`config.mk`:
```
export PLATFORM = sky130hd
export DESIGN_NAME = sfh_ctrl
export DESIGN_NICKNAME = d
export VERILOG_FILES = /design/src/sfh_ctrl.v
export VERILOG_INCLUDE_DIRS = /design/src /design/src/common
export SDC_FILE = /design/constraint.sdc
export NUM_CORES = 1
export LEC_CHECK = 0
export BUFFER_PORTS_ARGS = -buffer_cell sky130_fd_sc_hd__buf_2
export CAP_MARGIN = 20
export CELL_PAD_IN_SITES_DETAIL_PLACEMENT = 0
export CELL_PAD_IN_SITES_GLOBAL_PLACEMENT = 1
export CORE_ASPECT_RATIO = 0.7
export CORE_MARGIN = 1.5
export CORE_UTILIZATION = 46
export DETAILED_ROUTE_END_ITERATION = 10
export PLACE_DENSITY_LB_ADDON = 0.3
export SLEW_MARGIN = 20
export SYNTH_ARGS = -nofsm -noshare
export SYNTH_HDL_FRONTEND = slang
export SYNTH_SLANG_ARGS = --single-unit
export TNS_END_PERCENT = 100
```
`constraint.sdc`:
```
create_clock -name clk -period 3.05 [get_ports clk]
set_input_delay 0 -clock clk [delete_from_list [all_inputs] [get_ports clk]]
set_output_delay 0 -clock clk [all_outputs]
set_load 0.05 [all_outputs]
```
`src/common/sfh_regs.vh`:
```
// Constants for the serial flash hold, protect and status block.
// Assumes inclusion by bare name from the block's design file.
// Contract
// - Pause honoured only while select is low
// - Pause entry waits for serial clock low
// - Pause exit waits for serial clock low
// - Paused: output floated, clock and data ignored
// - Pause keeps the bit position intact
// - Select high while paused abandons transaction
// - Guard pin low, lock set: refuse status write
// - Guard pin high: status write accepted right after unlock
// - Lock-down freezes lock and protection bits
// - Bit 0 busy flag, read-only, resets 0
// - Bit 1 write latch; cleared rejects program and erase
// - Latch clears on disable, non-auto completions, auto completion at top address
// - Protection bits 2,3 writable, reset to 1
// - Protection level selects guarded address range
// - Chip erase only with protection level 0
// - Bits 4 and 5 read as 0
// - Bit 6 shows auto-increment mode, resets 0
// - Lock bit 7 writable, resets to 0
// - Sample on clock rise, shift on fall
// - Status read repeats until select rises
`ifndef SFH_REGS_VH
`define SFH_REGS_VH

// Instruction opcodes
`define SFH_OP_WR_ENABLE_CMD  8'h06
`define SFH_OP_WR_DISABLE_CMD 8'h04
`define SFH_OP_STAT_READ_CMD  8'h05
`define SFH_OP_UNLOCK_CMD     8'h50
`define SFH_OP_STAT_WRITE_CMD 8'h01
`define SFH_OP_PROG       8'h02
`define SFH_OP_AUTO       8'hAF
`define SFH_OP_SECT       8'h20
`define SFH_OP_BLK        8'h52
`define SFH_OP_CHIP       8'h60

// Instruction lengths in bytes
`define SFH_LEN_CMD       3'h1
`define SFH_LEN_STAT      3'h2
`define SFH_LEN_ERASE     3'h4
`define SFH_LEN_PROG      3'h5

// Status field positions
`define SFH_ST_BUSY       0
`define SFH_ST_WR_LATCH   1
`define SFH_ST_BP_LO      2
`define SFH_ST_BP_HI      3
`define SFH_ST_AUTO       6
`define SFH_ST_LOCK       7

// Reset values
`define SFH_BP_RST        2'h3
`define SFH_LOCK_RST      1'h0

// Array operation kinds
`define SFH_KIND_PROG     2'h0
`define SFH_KIND_SECT     2'h1
`define SFH_KIND_BLK      2'h2
`define SFH_KIND_CHIP     2'h3

// Address map
`define SFH_ADDR_TOP      18'h3FFFF
`define SFH_PROT_QUARTER  18'h30000
`define SFH_PROT_HALF     18'h20000

`endif

```
`src/sfh_ctrl.v`:
```
// Hold, write protection and status register control of a serial flash.
// Assumes an SPI master in mode 0 or 3 and an array engine on clk that
// answers every op_start_o with one op_done_i pulse.
`timescale 1ns/100ps
`default_nettype none
`include "sfh_regs.vh"

module sfh_ctrl (
	// Clock and reset
	input  wire        clk,
	input  wire        sys_rst,
	// Serial pins
	input  wire        sck_i,
	input  wire        cs_n_i,
	input  wire        si_i,
	input  wire        hold_n_i,
	input  wire        wp_n_i,
	output wire        so_o,
	output wire        so_oe_n_o,
	// Array engine
	output wire        op_start_o,
	output wire [1:0]  op_kind_o,
	output wire [17:0] op_addr_o,
	output wire [7:0]  op_data_o,
	input  wire        op_done_i,
	// Observation
	output wire [7:0]  status_o,
	output wire        paused_o
);

	// Guarded range test for an address at a protection level
	function prot_hit;
		input [17:0] addr;
		input [1:0]  lvl;
		begin
			case (lvl)
				2'h0: prot_hit = 1'b0;
				2'h1: prot_hit = (addr >= `SFH_PROT_QUARTER);
				2'h2: prot_hit = (addr >= `SFH_PROT_HALF);
				2'h3: prot_hit = 1'b1;
				default: prot_hit = 1'b1;
			endcase
		end
	endfunction

	// Pin synchronisers: order wp, hold, si, cs, sck
	reg  [4:0]  meta_r;
	reg  [4:0]  sync_r;
	wire        sck_s;
	wire        cs_s;
	wire        si_s;
	wire        hold_s;
	wire        wp_s;

	// Edge history
	reg         sck_d_r;
	reg         cs_d_r;

	// Pause state
	reg         paused_r;

	// Serial shifter
	reg  [6:0]  sh_r;
	reg  [2:0]  bit_cnt_r;
	reg  [2:0]  byte_cnt_r;
	reg  [7:0]  opcode_r;
	reg  [7:0]  byte1_r;
	reg  [7:0]  byte2_r;
	reg  [7:0]  byte3_r;
	reg  [7:0]  byte4_r;
	reg         stat_rd_act_r;
	reg         so_r;
	reg         so_oe_n_r;

	// Status fields
	reg         busy_r;
	reg         wr_latch_r;
	reg  [1:0]  bp_r;
	reg         auto_r;
	reg         lock_r;
	reg         unlock_armed_r;
	reg  [17:0] auto_addr_r;

	// Array request
	reg         op_start_r;
	reg  [1:0]  op_kind_r;
	reg  [17:0] op_addr_r;
	reg  [7:0]  op_data_r;
	reg         op_auto_r;

	// Decoded terms
	wire        sck_rise;
	wire        sck_fall;
	wire        cs_rise;
	wire [7:0]  byte_in;
	wire [17:0] cmd_addr;
	wire [17:0] auto_next;
	wire [7:0]  status;
	wire        commit;
	wire        lockdown;
	wire        do_wr_enable;
	wire        do_wr_disable;
	wire        do_unlock;
	wire        do_stat_write;
	wire        do_prog;
	wire        do_auto1;
	wire        do_auton;
	wire        do_sect;
	wire        do_blk;
	wire        do_chip;
	wire        launch;
	wire        op_top;

	assign sck_s  = sync_r[0];
	assign cs_s   = sync_r[1];
	assign si_s   = sync_r[2];
	assign hold_s = sync_r[3];
	assign wp_s   = sync_r[4];

	// Two-stage synchroniser, idle pin levels at reset
	always @(posedge clk) begin
		if (sys_rst) begin
			meta_r <= 5'h1A;
			sync_r <= 5'h1A;
		end else begin
			meta_r <= {wp_n_i, hold_n_i, si_i, cs_n_i, sck_i};
			sync_r <= meta_r;
		end
	end

	// Edge history of clock and select
	always @(posedge clk) begin
		if (sys_rst) begin
			sck_d_r <= 1'b0;
			cs_d_r  <= 1'b1;
		end else begin
			sck_d_r <= sck_s;
			cs_d_r  <= cs_s;
		end
	end

	// Clock edges count only while selected and not paused
	assign sck_rise = sck_s & ~sck_d_r & ~cs_s & ~paused_r;
	assign sck_fall = ~sck_s & sck_d_r & ~cs_s & ~paused_r;
	assign cs_rise  = cs_s & ~cs_d_r;

	// Pause follows hold only while clock is low and select low
	always @(posedge clk) begin
		if (sys_rst) begin
			paused_r <= 1'b0;
		end else if (cs_s) begin
			paused_r <= 1'b0;
		end else if (!sck_s) begin
			paused_r <= ~hold_s;
		end
	end

	// Assembled byte and addresses
	assign byte_in   = {sh_r, si_s};
	assign cmd_addr  = {byte1_r[1:0], byte2_r, byte3_r};
	assign auto_next = auto_addr_r + 18'h00001;

	// Input shifter; pause freezes counters rather than clearing them
	always @(posedge clk) begin
		if (sys_rst || cs_s) begin
			sh_r       <= 7'h00;
			bit_cnt_r  <= 3'h0;
			byte_cnt_r <= 3'h0;
			stat_rd_act_r <= 1'b0;
		end else if (sck_rise) begin
			sh_r      <= byte_in[6:0];
			bit_cnt_r <= bit_cnt_r + 3'h1;
			if (bit_cnt_r == 3'h7) begin
				if (byte_cnt_r != 3'h7)
					byte_cnt_r <= byte_cnt_r + 3'h1;
				if (byte_cnt_r == 3'h0 && byte_in == `SFH_OP_STAT_READ_CMD)
					stat_rd_act_r <= 1'b1;
			end
		end
	end

	// Byte capture by position in the instruction
	always @(posedge clk) begin
		if (sys_rst) begin
			opcode_r <= 8'h00;
			byte1_r  <= 8'h00;
			byte2_r  <= 8'h00;
			byte3_r  <= 8'h00;
			byte4_r  <= 8'h00;
		end else if (sck_rise && bit_cnt_r == 3'h7) begin
			case (byte_cnt_r)
				3'h0: opcode_r <= byte_in;
				3'h1: byte1_r <= byte_in;
				3'h2: byte2_r <= byte_in;
				3'h3: byte3_r <= byte_in;
				3'h4: byte4_r <= byte_in;
				default: byte4_r <= byte4_r;
			endcase
		end
	end

	// Status bits shifted out on falling clock, repeating each byte
	always @(posedge clk) begin
		if (sys_rst) begin
			so_r <= 1'b0;
		end else if (sck_fall && stat_rd_act_r) begin
			so_r <= status[~bit_cnt_r];
		end
	end

	// Output enable, floated while paused or deselected
	always @(posedge clk) begin
		if (sys_rst) begin
			so_oe_n_r <= 1'b1;
		end else begin
			so_oe_n_r <= ~(stat_rd_act_r & ~cs_s & ~paused_r);
		end
	end

	// Instructions act on select rising after whole bytes; a pause abandons
	assign commit   = cs_rise & ~paused_r & (bit_cnt_r == 3'h0) & ~busy_r;
	assign lockdown = ~wp_s & lock_r;

	// Latch and status instructions
	assign do_wr_enable  = commit & (opcode_r == `SFH_OP_WR_ENABLE_CMD) & (byte_cnt_r == `SFH_LEN_CMD);
	assign do_wr_disable = commit & (opcode_r == `SFH_OP_WR_DISABLE_CMD) & (byte_cnt_r == `SFH_LEN_CMD);
	assign do_unlock     = commit & (opcode_r == `SFH_OP_UNLOCK_CMD) & (byte_cnt_r == `SFH_LEN_CMD);
	assign do_stat_write = commit & (opcode_r == `SFH_OP_STAT_WRITE_CMD) & (byte_cnt_r == `SFH_LEN_STAT)
	                     & unlock_armed_r & ~lockdown;

	// Write instructions need the latch and an unguarded target
	assign do_prog  = commit & (opcode_r == `SFH_OP_PROG) & (byte_cnt_r == `SFH_LEN_PROG)
	                & wr_latch_r & ~auto_r & ~prot_hit(cmd_addr, bp_r);
	assign do_auto1 = commit & (opcode_r == `SFH_OP_AUTO) & (byte_cnt_r == `SFH_LEN_PROG)
	                & wr_latch_r & ~auto_r & ~prot_hit(cmd_addr, bp_r);
	assign do_auton = commit & (opcode_r == `SFH_OP_AUTO) & (byte_cnt_r == `SFH_LEN_STAT)
	                & wr_latch_r & auto_r & ~prot_hit(auto_next, bp_r);
	assign do_sect  = commit & (opcode_r == `SFH_OP_SECT) & (byte_cnt_r == `SFH_LEN_ERASE)
	                & wr_latch_r & ~auto_r & ~prot_hit(cmd_addr, bp_r);
	assign do_blk   = commit & (opcode_r == `SFH_OP_BLK) & (byte_cnt_r == `SFH_LEN_ERASE)
	                & wr_latch_r & ~auto_r & ~prot_hit(cmd_addr, bp_r);
	assign do_chip  = commit & (opcode_r == `SFH_OP_CHIP) & (byte_cnt_r == `SFH_LEN_CMD)
	                & wr_latch_r & ~auto_r & (bp_r == 2'h0);

	assign launch = do_prog | do_auto1 | do_auton | do_sect | do_blk | do_chip;
	assign op_top = (op_addr_r == `SFH_ADDR_TOP);

	// Array request, one pulse per accepted write
	always @(posedge clk) begin
		if (sys_rst) begin
			op_start_r <= 1'b0;
			op_kind_r  <= `SFH_KIND_PROG;
			op_addr_r  <= 18'h00000;
			op_data_r  <= 8'h00;
			op_auto_r  <= 1'b0;
		end else begin
			op_start_r <= launch;
			if (launch) begin
				op_auto_r <= do_auto1 | do_auton;
				op_data_r <= do_auton ? byte1_r : byte4_r;
				op_addr_r <= do_auton ? auto_next : cmd_addr;
				if (do_sect)
					op_kind_r <= `SFH_KIND_SECT;
				else if (do_blk)
					op_kind_r <= `SFH_KIND_BLK;
				else if (do_chip)
					op_kind_r <= `SFH_KIND_CHIP;
				else
					op_kind_r <= `SFH_KIND_PROG;
			end
		end
	end

	// Busy flag from launch to completion
	always @(posedge clk) begin
		if (sys_rst) begin
			busy_r <= 1'b0;
		end else if (launch) begin
			busy_r <= 1'b1;
		end else if (op_done_i) begin
			busy_r <= 1'b0;
		end
	end

	// Write enable latch
	always @(posedge clk) begin
		if (sys_rst) begin
			wr_latch_r <= 1'b0;
		end else if (do_wr_enable) begin
			wr_latch_r <= 1'b1;
		end else if (do_wr_disable) begin
			wr_latch_r <= 1'b0;
		end else if (op_done_i && busy_r && (!op_auto_r || op_top)) begin
			wr_latch_r <= 1'b0;
		end
	end

	// Auto-increment mode and its running address
	always @(posedge clk) begin
		if (sys_rst) begin
			auto_r      <= 1'b0;
			auto_addr_r <= 18'h00000;
		end else begin
			if (do_auto1 || do_auton)
				auto_addr_r <= do_auton ? auto_next : cmd_addr;
			if (do_auto1)
				auto_r <= 1'b1;
			else if (do_wr_disable)
				auto_r <= 1'b0;
			else if (op_done_i && busy_r && op_auto_r && op_top)
				auto_r <= 1'b0;
		end
	end

	// Unlock arms only the very next instruction
	always @(posedge clk) begin
		if (sys_rst) begin
			unlock_armed_r <= 1'b0;
		end else if (cs_rise && !paused_r && byte_cnt_r != 3'h0) begin
			unlock_armed_r <= do_unlock;
		end
	end

	// Protection level and lock, written only when permitted
	always @(posedge clk) begin
		if (sys_rst) begin
			bp_r   <= `SFH_BP_RST;
			lock_r <= `SFH_LOCK_RST;
		end else if (do_stat_write) begin
			bp_r   <= byte1_r[`SFH_ST_BP_HI:`SFH_ST_BP_LO];
			lock_r <= byte1_r[`SFH_ST_LOCK];
		end
	end

	// Status byte, reserved bits fixed at zero
	assign status = {lock_r, auto_r, 2'b00, bp_r, wr_latch_r, busy_r};

	// Outputs
	assign so_o       = so_r;
	assign so_oe_n_o  = so_oe_n_r;
	assign op_start_o = op_start_r;
	assign op_kind_o  = op_kind_r;
	assign op_addr_o  = op_addr_r;
	assign op_data_o  = op_data_r;
	assign status_o   = status;
	assign paused_o   = paused_r;

endmodule // sfh_ctrl
`default_nettype wire

```
==> results.json, run 1 <==
{
  "met3_usage_pct": 4.88,
  "clk_pin_slew_ns": 0.06,
  "cp_slowest_cell": "dfxtp_1",
  "hold_path.class": "input pin to register",
  "core_sq_um": 12400,
  "cts.sinks": 124,
  "numCtsBuffers": 17,
  "dr.pass1.iters": 5,
  "final_common_cell": "dfxtp_1",
  "grt_pass1_wl_mm": 26.0,
  "via_count": 5069,
  "antennaDiodeCount": 0,
  "synth_compound_area_share_pct": 14.0,
  "setup_viol": 0,
  "cp-start-kind": "register",
  "rows": 34,
  "wl_per_cell_um": 17.9,
  "holdWs_ns": 0.295,
  "fin_crit_ns": 2.80,
  "drc": 0,
  "peakVddDrop_mv": 0.391,
  "powerDensity_nw_per_um2": 540,
  "first_global_vias": 4819,
  "grt_max_degree": 88,
  "cp_max_fo": 25,
  "initial_utilization_pct": 47.3,
  "finalClockSkew_ns": 0.0114,
  "cts_tree": "built",
  "ys_ff_latch": 124,
  "grt_use_met2_pct": 35.8,
  "dieArea_sq_um": 13500,
  "p_leak_nw": 2.75,
  "synth_ff_type": "dfxtp_1",
  "tightest_slew_ns": 0.963,
  "viasPerCell": 5.71,
  "area_growth_pct": 17.1,
  "post-place-ws_ns": 0.204,
  "max_stage_delay_ns": 0.48,
  "nNetsFinal": 731,
  "io_buffer_count": 45,
  "worstPathCellList": "ha_1, nand4_1, nor4_2, xor2_1, nor2_1, o21ai_4, buf_4, o21ai_0, a31oi_1",
  "syn_inst": 673,
  "yosysSeqAreaShare_pct": 42.2,
  "gp_congestion": 0.864,
  "hpwl_mm": 10.9,
  "io_pins": 48,
  "h-tree-depth": 4,
  "fin_total_pwr_mw": 3.72,
  "drt_wl_total_mm": 15.9,
  "netlist_area_sq_um": 5880,
  "ant_nets": 0,
  "synthDistinctLibCells": 66,
  "synth_area_leaders": "dfxtp_1, mux2i_1, nand2_1",
  "synthMuxAreaShare_pct": 9.58,
  "postSynthAreaPerCell_sq_um": 8.73,
  "final_cell_mix": "dfxtp_1, nand2_1, a21oi_1",
  "drt-initial-drc-count": 514,
  "max-slew-margin-rel_pct": 35.4,
  "insertion_delay_ns": 0.42,
  "finalHoldViolCount": 0,
  "synth_xor_xnor_area_share_pct": 2.09,
  "final.setup.worst_slack_ns": 0.249,
  "synth_edf_count": 0,
  "synth_warnings": 0,
  "clk_path_buf_depth": 2,
  "drv_slew": 0,
  "postSynth.asyncResetShare_pct": 0,
  "track_usage_pct": 24.4,
  "synth-simple-area-share_pct": 24.8,
  "period_share_pct": 91.8,
  "end_kind": "register",
  "final_layout_size_suffix_gt1_share_pct": 16.9,
  "grt.overflow.total": 0,
  "synth_fa_ha_area_share_pct": 2.13,
  "die_w_um": 138,
  "antenna_found_initial": 0,
  "synth_top_family_by_area": "simple AND/OR/NAND/NOR gates",
  "yosysTopAreaCell": "dfxtp_1",
  "clock.fmax_mhz": 357,
  "outcome": "complete, no violations",
  "die_h_um": 97.6,
  "arrival_ns": 3.14,
  "grt.busiest_layer": "met1",
  "synth.top_cell.area_share_pct": 42.2,
  "cap_violations": 0,
  "root_buffer": "clkbuf_16",
  "grtUsageMet1_pct": 36.2,
  "crit_type": "register to register",
  "cp.required_ns": 3.38
}
-- worst max-delay path: cells and delay by family (launching register included) --
family | cells | cell delay [ns]
AOI/OAI and AO/OA | 3 | 0.58
xor gates and xnor gates | 1 | 0.32
adders and majority gates | 1 | 0.29
buffers and inverters | 1 | 0.29
DFF | 1 | 0.48
and+or+nand+nor | 3 | 0.75
-- power by group --
part | switching (mW) | leakage, nW | internal [mW]
sequential | 0.00585 | 1.00 | 1.63
combinational | 0.0458 | 1.46 | 0.0221
clock | 0.761 | 0.287 | 1.25
total | 0.813 | 2.75 | 2.90
-- path summary, 6_finish.rpt --
| check | startpoint | endpoint | slack (ns) | cells past startpoint |
|---|---|---|---|---|
| min | sys_rst | op_start_o | 0.30 | 3 |
| min reg2reg | meta_r[1] | sync_r[1] | 0.41 | 1 |
| max | auto_addr_r[0] | op_addr_o[1] | 0.25 | 9 |
| max reg2reg | auto_addr_r[0] | op_addr_o[1] | 0.25 | 9 |
-- timing repair --
action	4_1_cts	5_1_grt
setup endpoints to repair	0	4
resized for setup	0	1
hold buffers	6	0
hold endpoints to repair	7	0
buffers inserted	0	1
-- cells by family (layout without fill, tap and decap cells) --
logic type / count (synthesis) / in the layout
muxes: 55 / 55
AOI/OAI and AO/OA: 126 / 126
DFF: 124 / 124
buffers and inverters: 64 / 116
adders and majority gates: 10 / 10
and+or+nand+nor: 279 / 279
xor gates and xnor gates: 14 / 14
other: 1 / 2
-- sequential cells by signal, indices dropped and copies added, names as in the netlist, 2 cells and up --
register,cells
bit_cnt_r,3
opcode_r,8
auto_addr_r,18
sync_r,5
byte_cnt_r,3
bp_r,2
byte3_r,8
byte2_r,8
sh_r,7
op_kind_o,2
byte4_r,8
meta_r,5
op_addr_o,18
byte1_r,8
op_data_o,8
-- metal layers --
metal | part of all wire (%) | routed length, um
met4 | 0.97 | 154
met1 | 50 | 8020
met3 | 6.7 | 1070
met2 | 42 | 6660
met5 | 0 | 0
-- cell type report --
| type | instances | area, sq um |
|---|---|---|
| fill | 1141 | 5540 |
| multi-input combinational | 486 | 3110 |
| sequential | 124 | 2480 |
| clock buffer | 20 | 457 |
| timing repair buffer | 71 | 448 |
| tap | 162 | 203 |
| clock inverter | 12 | 138 |
| inverter | 13 | 48.8 |
-- Yosys cell counts (7+ instances only) --
cell / instances
o21ai_0: 13
inv_1: 12
nand2_1: 79
a21oi_1: 56
a31oi_1: 9
xnor2_1: 7
xor2_1: 7
buf_4: 9
dfxtp_1: 124
nand4_1: 11
nor2b_1: 11
clkbuf_1: 29
nor2_1: 56
o211ai_1: 7
ha_1: 10
nor3_1: 10
buf_2: 9
nand3_1: 50
or3_1: 7
mux2i_1: 54
or2_2: 11
-- metrics by stage --
| step | instances | instance area (sq um) | utilization (%) | TNS, ns |
|---|---|---|---|---|
| final | 888 | 6880 | 55.4 | 0 |
| after global routing | 888 | 6880 | 55.4 | -0.00492 |
| after CTS | 887 | 6870 | 55.3 | 0 |
| after detailed placement | 849 | 6210 | 50.0 | 0 |
| after global placement | 849 | 6210 | 50.0 | 0 |
| after floorplan | 674 | 5880 | - | 0 |
(Power assumes the default switching activity.)
==> run 2, diff against run 1 <==
--- a/config.mk
+++ b/config.mk
@@ -14,6 +14,7 @@
 export CORE_MARGIN = 1.5
 export CORE_UTILIZATION = 46
 export DETAILED_ROUTE_END_ITERATION = 10
+export MAX_ROUTING_LAYER = met4
 export PLACE_DENSITY_LB_ADDON = 0.3
 export SLEW_MARGIN = 20
 export SYNTH_ARGS = -nofsm -noshare
==> run 2 against run 1 <==
Global-route usage rose by 0.85 points. First-iteration DRC count fell by 30%. Combinational power barely moved. Fmax fell by 2.4%. Clock power barely moved. Cell count fell by 0.11%.
==> results.json, run 2 (same netlist as run 1, synthesis figures left out) <==
{
  "p_leak_nw": 2.75,
  "cpLargestDelayFamily": "simple AND/OR/NAND/NOR gates",
  "grt.busiest_layer": "met1",
  "final_cell_mix": "dfxtp_1, nand2_1, a21oi_1",
  "cp_max_fo": 25,
  "gp_congestion": 0.861,
  "viasPerCell": 5.71,
  "intPower_mw": 2.92,
  "root_buffer": "clkbuf_16",
  "power.share.clock_pct": 54.4,
  "powerDensity_nw_per_um2": 543,
  "via_count": 5068,
  "crit_type": "register to register",
  "pwr-share-seq_pct": 43.8,
  "antennaDiodeCount": 0,
  "drt_wl_total_mm": 15.9,
  "met3_usage_pct": 5.77,
  "grtUsageMet1_pct": 36.1,
  "antenna_found_initial": 0,
  "end_kind": "register",
  "drt-initial-drc-count": 358,
  "drv_slew": 0,
  "cts.sinks": 124,
  "insertion_delay_ns": 0.41,
  "clk_path_buf_depth": 2,
  "period_share_pct": 94.1,
  "switching_share_pct": 21.7,
  "max_stage_delay_ns": 0.51,
  "wl_per_cell_um": 18.0,
  "setup_viol": 0,
  "grt_max_degree": 88,
  "grt.overflow.total": 0,
  "h-tree-depth": 4,
  "rows": 34,
  "initial_utilization_pct": 47.3,
  "ant_nets": 0,
  "fill_cells": 1163,
  "cts_tree": "built",
  "clk_pin_slew_ns": 0.06,
  "dieArea_sq_um": 13500,
  "hold_path.class": "input pin to register",
  "io_buffer_count": 45,
  "dr.pass1.iters": 6,
  "grt_use_met2_pct": 35.6,
  "die_w_um": 138,
  "clock.fmax_mhz": 348,
  "drc": 0,
  "worstPathCellList": "ha_1, nand4_1, nor4_2, xor2_1, nor2_1, o21ai_4, buf_4, o21ai_0, a31oi_1",
  "cap_violations": 0,
  "cp-start-kind": "register",
  "max-slew-margin-rel_pct": 36.7,
  "fin_crit_ns": 2.87,
  "p_switching_mw": 0.812,
  "p_comb_share_pct": 1.8,
  "tightest_slew_ns": 0.944,
  "track_usage_pct": 25.3,
  "finalHoldViolCount": 0,
  "cp.required_ns": 3.39,
  "nNetsFinal": 730,
  "numCtsBuffers": 17,
  "io_pins": 48,
  "hpwl_mm": 10.9,
  "core_sq_um": 12400,
  "holdWs_ns": 0.277,
  "finalClockSkew_ns": 0.0112,
  "fin_total_pwr_mw": 3.74,
  "final_common_cell": "dfxtp_1",
  "grt_pass1_wl_mm": 26.0,
  "die_h_um": 97.6,
  "cp_slowest_cell": "dfxtp_1",
  "outcome": "complete, no violations",
  "cp.buffers_inverters": 1,
  "arrival_ns": 3.21,
  "final_layout_size_suffix_gt1_share_pct": 17.0,
  "first_global_vias": 4835,
  "area_growth_pct": 17.1,
  "peakVddDrop_mv": 0.415
}
[run 2: cell count changes in the layout (fill, tap and decap cells not counted), sizes merged]
cell      delta
clkinvlp     +1
clkinv       -1
buf          -1
[run 2: layout make-up]
cell class | instances | area (sq um) | share of cell area, %
clock inverter | 12 | 136 | 1.98
clock buffer | 20 | 467 | 6.78
sequential | 124 | 2480 | 36.1
tap | 162 | 203 | 2.94
multi-input combinational | 486 | 3110 | 45.1
timing repair buffer | 70 | 440 | 6.40
inverter | 13 | 48.8 | 0.709
[run 2: stage by stage]
stage	utilization (%)	area, sq um	TNS (ns)	cells	worst slack, ns
after floorplan	-	5880	0	674	0.447
after detailed placement	50.0	6210	0	848	0.134
final	55.4	6880	0	887	0.180
after global routing	55.4	6880	-0.140	887	-0.0672
after global placement	50.0	6210	0	848	0.160
after CTS	55.3	6870	0	886	0.120
[run 2: path summary, 6_finish.rpt]
| path | endpoint | cells past startpoint | slack (ns) | start |
|---|---|---|---|---|
| max | op_addr_o[1] | 9 | 0.18 | auto_addr_r[0] |
| min | op_start_o | 3 | 0.28 | sys_rst |
| max reg2reg | op_addr_o[1] | 9 | 0.18 | auto_addr_r[0] |
| min reg2reg | sync_r[1] | 1 | 0.41 | meta_r[1] |
[run 2: worst register-to-register path: stages (launching register included)]
cell	delay [ns]
dfxtp_1	0.51
ha_1	0.32
nand4_1	0.29
nor4_2	0.35
xor2_1	0.32
nor2_1	0.16
o21ai_4	0.20
buf_4	0.30
o21ai_0	0.17
a31oi_1	0.20
[run 2: power by group through the flow]
stage | clock [mW] | sequential (mW) | combinational (mW)
after floorplan | 0 | 1.67 | 0.0477
after global placement | 0 | 1.67 | 0.0608
after detailed placement | 0 | 1.67 | 0.0613
after CTS | 2.06 | 1.63 | 0.0673
after global routing | 2.14 | 1.63 | 0.0741
final | 2.03 | 1.63 | 0.0678
[run 2: routing by layer]
metal	part of all wire, %	wire, um	vias up
met2	42	6700	139
met1	52	8240	2451
met3	5.3	837	14
met4	1.0	159	0
li1	-	-	2464
met5	0	0	-
[run 2: repair_timing]
action                                  4_1_cts  5_1_grt
endpoints found under the setup margin        0       45
buffers inserted                              0        1
hold buffers                                  6        0
resized for setup                             0        1
endpoints found under the hold margin         7        0
==> run 3, diff against run 2 <==
--- a/config.mk
+++ b/config.mk
@@ -8,7 +8,7 @@
 export LEC_CHECK = 0
 export BUFFER_PORTS_ARGS = -buffer_cell sky130_fd_sc_hd__buf_2
 export CAP_MARGIN = 20
-export CELL_PAD_IN_SITES_DETAIL_PLACEMENT = 0
+export CELL_PAD_IN_SITES_DETAIL_PLACEMENT = 1
 export CELL_PAD_IN_SITES_GLOBAL_PLACEMENT = 1
 export CORE_ASPECT_RATIO = 0.7
 export CORE_MARGIN = 1.5
@@ -16,6 +16,7 @@
 export DETAILED_ROUTE_END_ITERATION = 10
 export MAX_ROUTING_LAYER = met4
 export PLACE_DENSITY_LB_ADDON = 0.3
+export SETUP_SLACK_MARGIN = 0.15
 export SLEW_MARGIN = 20
 export SYNTH_ARGS = -nofsm -noshare
 export SYNTH_HDL_FRONTEND = slang
==> run 3 against run 2 <==
Die area is the same. Sequential cell count unchanged. Via count grew 4.1%. Final area barely moved. Wire length rose by 18%. Clock skew rose by 0.0016 ns. Fmax is 4.4% higher. Critical path type unchanged. Register-to-register slack better by 0.12 ns. Worst hold slack gained 0.012 ns. Clock power down 8%.
==> results.json, run 3 (same netlist as run 1, synthesis figures left out) <==
{
  "tightest_slew_ns": 1.00,
  "max_stage_delay_ns": 0.45,
  "die_w_um": 138,
  "area_growth_pct": 17.0,
  "numCtsBuffers": 17,
  "tns_ns": 0,
  "dr.pass1.iters": 5,
  "drt_wl_total_mm": 18.8,
  "io_buffer_count": 45,
  "insertion_delay_ns": 0.42,
  "arrival_ns": 3.09,
  "clk_path_buf_depth": 2,
  "cp-startpoint": "auto_addr_r[1]",
  "die_h_um": 97.6,
  "core_sq_um": 12400,
  "h-tree-depth": 4,
  "ant_nets": 0,
  "root_buffer": "clkbuf_16",
  "drc": 0,
  "cp_slowest_cell": "dfxtp_1",
  "crit-reg2reg-launch": "auto_addr_r[1]",
  "finalClockSkew_ns": 0.0128,
  "crit_path_frequent_cell": "buf_4",
  "initial_utilization_pct": 47.3,
  "cp.required_ns": 3.39,
  "drt-initial-drc-count": 449,
  "min_to": "op_start_o",
  "gp_congestion": 0.861,
  "io_pins": 48,
  "hold_path.class": "input pin to register",
  "finalHoldViolCount": 0,
  "final_common_cell": "dfxtp_1",
  "cts.sinks": 124,
  "wl_per_cell_um": 21.1,
  "outcome": "complete, no violations",
  "rows": 34,
  "worstPathCellList": "ha_2, nand4_1, buf_4, nor4_4, xor2_2, nor2_1, o21ai_4, buf_4, o21ai_0, a21oi_1",
  "r2r_cells": 10,
  "grt_max_degree": 88,
  "hpwl_mm": 12.4,
  "antennaDiodeCount": 0,
  "end_kind": "register",
  "cp_max_fo": 25,
  "final_cell_mix": "dfxtp_1, nand2_1, a21oi_1",
  "peakVddDrop_mv": 0.370,
  "grt.overflow.total": 0,
  "dieArea_sq_um": 13500,
  "grt_pass1_wl_mm": 30.3,
  "setup_viol": 0,
  "cts_tree": "built",
  "nNetsFinal": 730,
  "hold_path.startpoint": "sys_rst",
  "period_share_pct": 90.2,
  "max-slew-margin-rel_pct": 32.8,
  "clock.fmax_mhz": 364,
  "viasPerCell": 5.95,
  "track_usage_pct": 29.6,
  "fin_util_pct": 55.4,
  "via_count": 5277,
  "powerDensity_nw_per_um2": 520,
  "final_layout_size_suffix_gt1_share_pct": 17.9,
  "crit_type": "register to register",
  "p_leak_nw": 2.73,
  "rsz0062_at_grt": "no",
  "fin_crit_ns": 2.75,
  "drv_slew": 0,
  "rrSetupSlack_ns": 0.30,
  "rr_endpoint": "op_data_o[0]",
  "clk_pin_slew_ns": 0.06,
  "cp-start-kind": "register",
  "antenna_found_initial": 0,
  "holdPathStages": 3,
  "first_global_vias": 5519,
  "cap_violations": 0
}
==> run 3: cell types whose count changed in the layout (fill, tap and decap cells not counted), sizes merged <==
| cell | previous run | this run |
|---|---|---|
| bufinv | 2 | 0 |
| clkbuf | 20 | 19 |
| clkinvlp | 3 | 6 |
==> run 3: routing by layer <==
metal  wire length (um)  GRT usage [%]
met1               9030           38.9
met2               8590           45.7
met3                853           6.16
met4                275           10.0
met5                  0              -
==> run 3: how the worst max path moves through the flow <==
stage / slack, ns / end / cells after the start
3_5_place_dp: 0.12 / op_addr_o[1] / 9
3_3_place_gp: 0.16 / op_addr_o[1] / 9
2_1_floorplan: 0.45 / op_addr_o[0] / 8
5_1_grt: 0.09 / auto_addr_r[9] / 10
4_1_cts: 0.16 / auto_addr_r[9] / 9
6_report: 0.30 / op_data_o[0] / 10
==> run 3: critical path: cells and delay by family (launching register included) <==
| kind | cells | cell delay (ns) |
|---|---|---|
| buffers and inverters | 2 | 0.51 |
| XOR/XNOR | 1 | 0.28 |
| adder cells (fa/ha/maj) | 1 | 0.29 |
| AO/OA/AOI/OAI | 3 | 0.57 |
| AND/OR/NAND/NOR | 3 | 0.57 |
| flip-flops | 1 | 0.45 |
==> run 3: what timing repair did <==
action / CTS / global route
setup endpoints to repair: 44 / 46
setup buffers: 0 / 1
hold endpoints to repair: 7 / 0
pin swaps: 1 / 1
hold buffers: 6 / 0
gates resized for setup: 3 / 7
==> run 3: layout make-up <==
class                   count  area (sq um)
multi-input cells         486          3150
clock inverters            13          93.8
repair buffers             70           440
clock buffers              19           453
fillers                  1484          5550
flip-flops and latches    124          2480
inverters                  13          48.8
well taps                 162           203
==> run 3: metrics by stage <==
step | cells | setup slack (ns) | total power [mW] | instance area (sq um) | hold WS, ns
after floorplan | 674 | 0.447 | 1.72 | 5880 | 0.104
after global placement | 848 | 0.160 | 1.73 | 6210 | 0.184
after detailed placement | 848 | 0.120 | 1.73 | 6210 | 0.187
after CTS | 886 | 0.158 | 3.59 | 6840 | 0.295
after global routing | 887 | 0.0918 | 3.67 | 6880 | 0.319
final | 887 | 0.299 | 3.57 | 6880 | 0.290
==> run 3: report_power, final <==
group | internal [mW] | switching [mW]
Sequential | 1.63 | 0.00653
Clock | 1.08 | 0.787
Combinational | 0.0224 | 0.0485
Total | 2.73 | 0.842
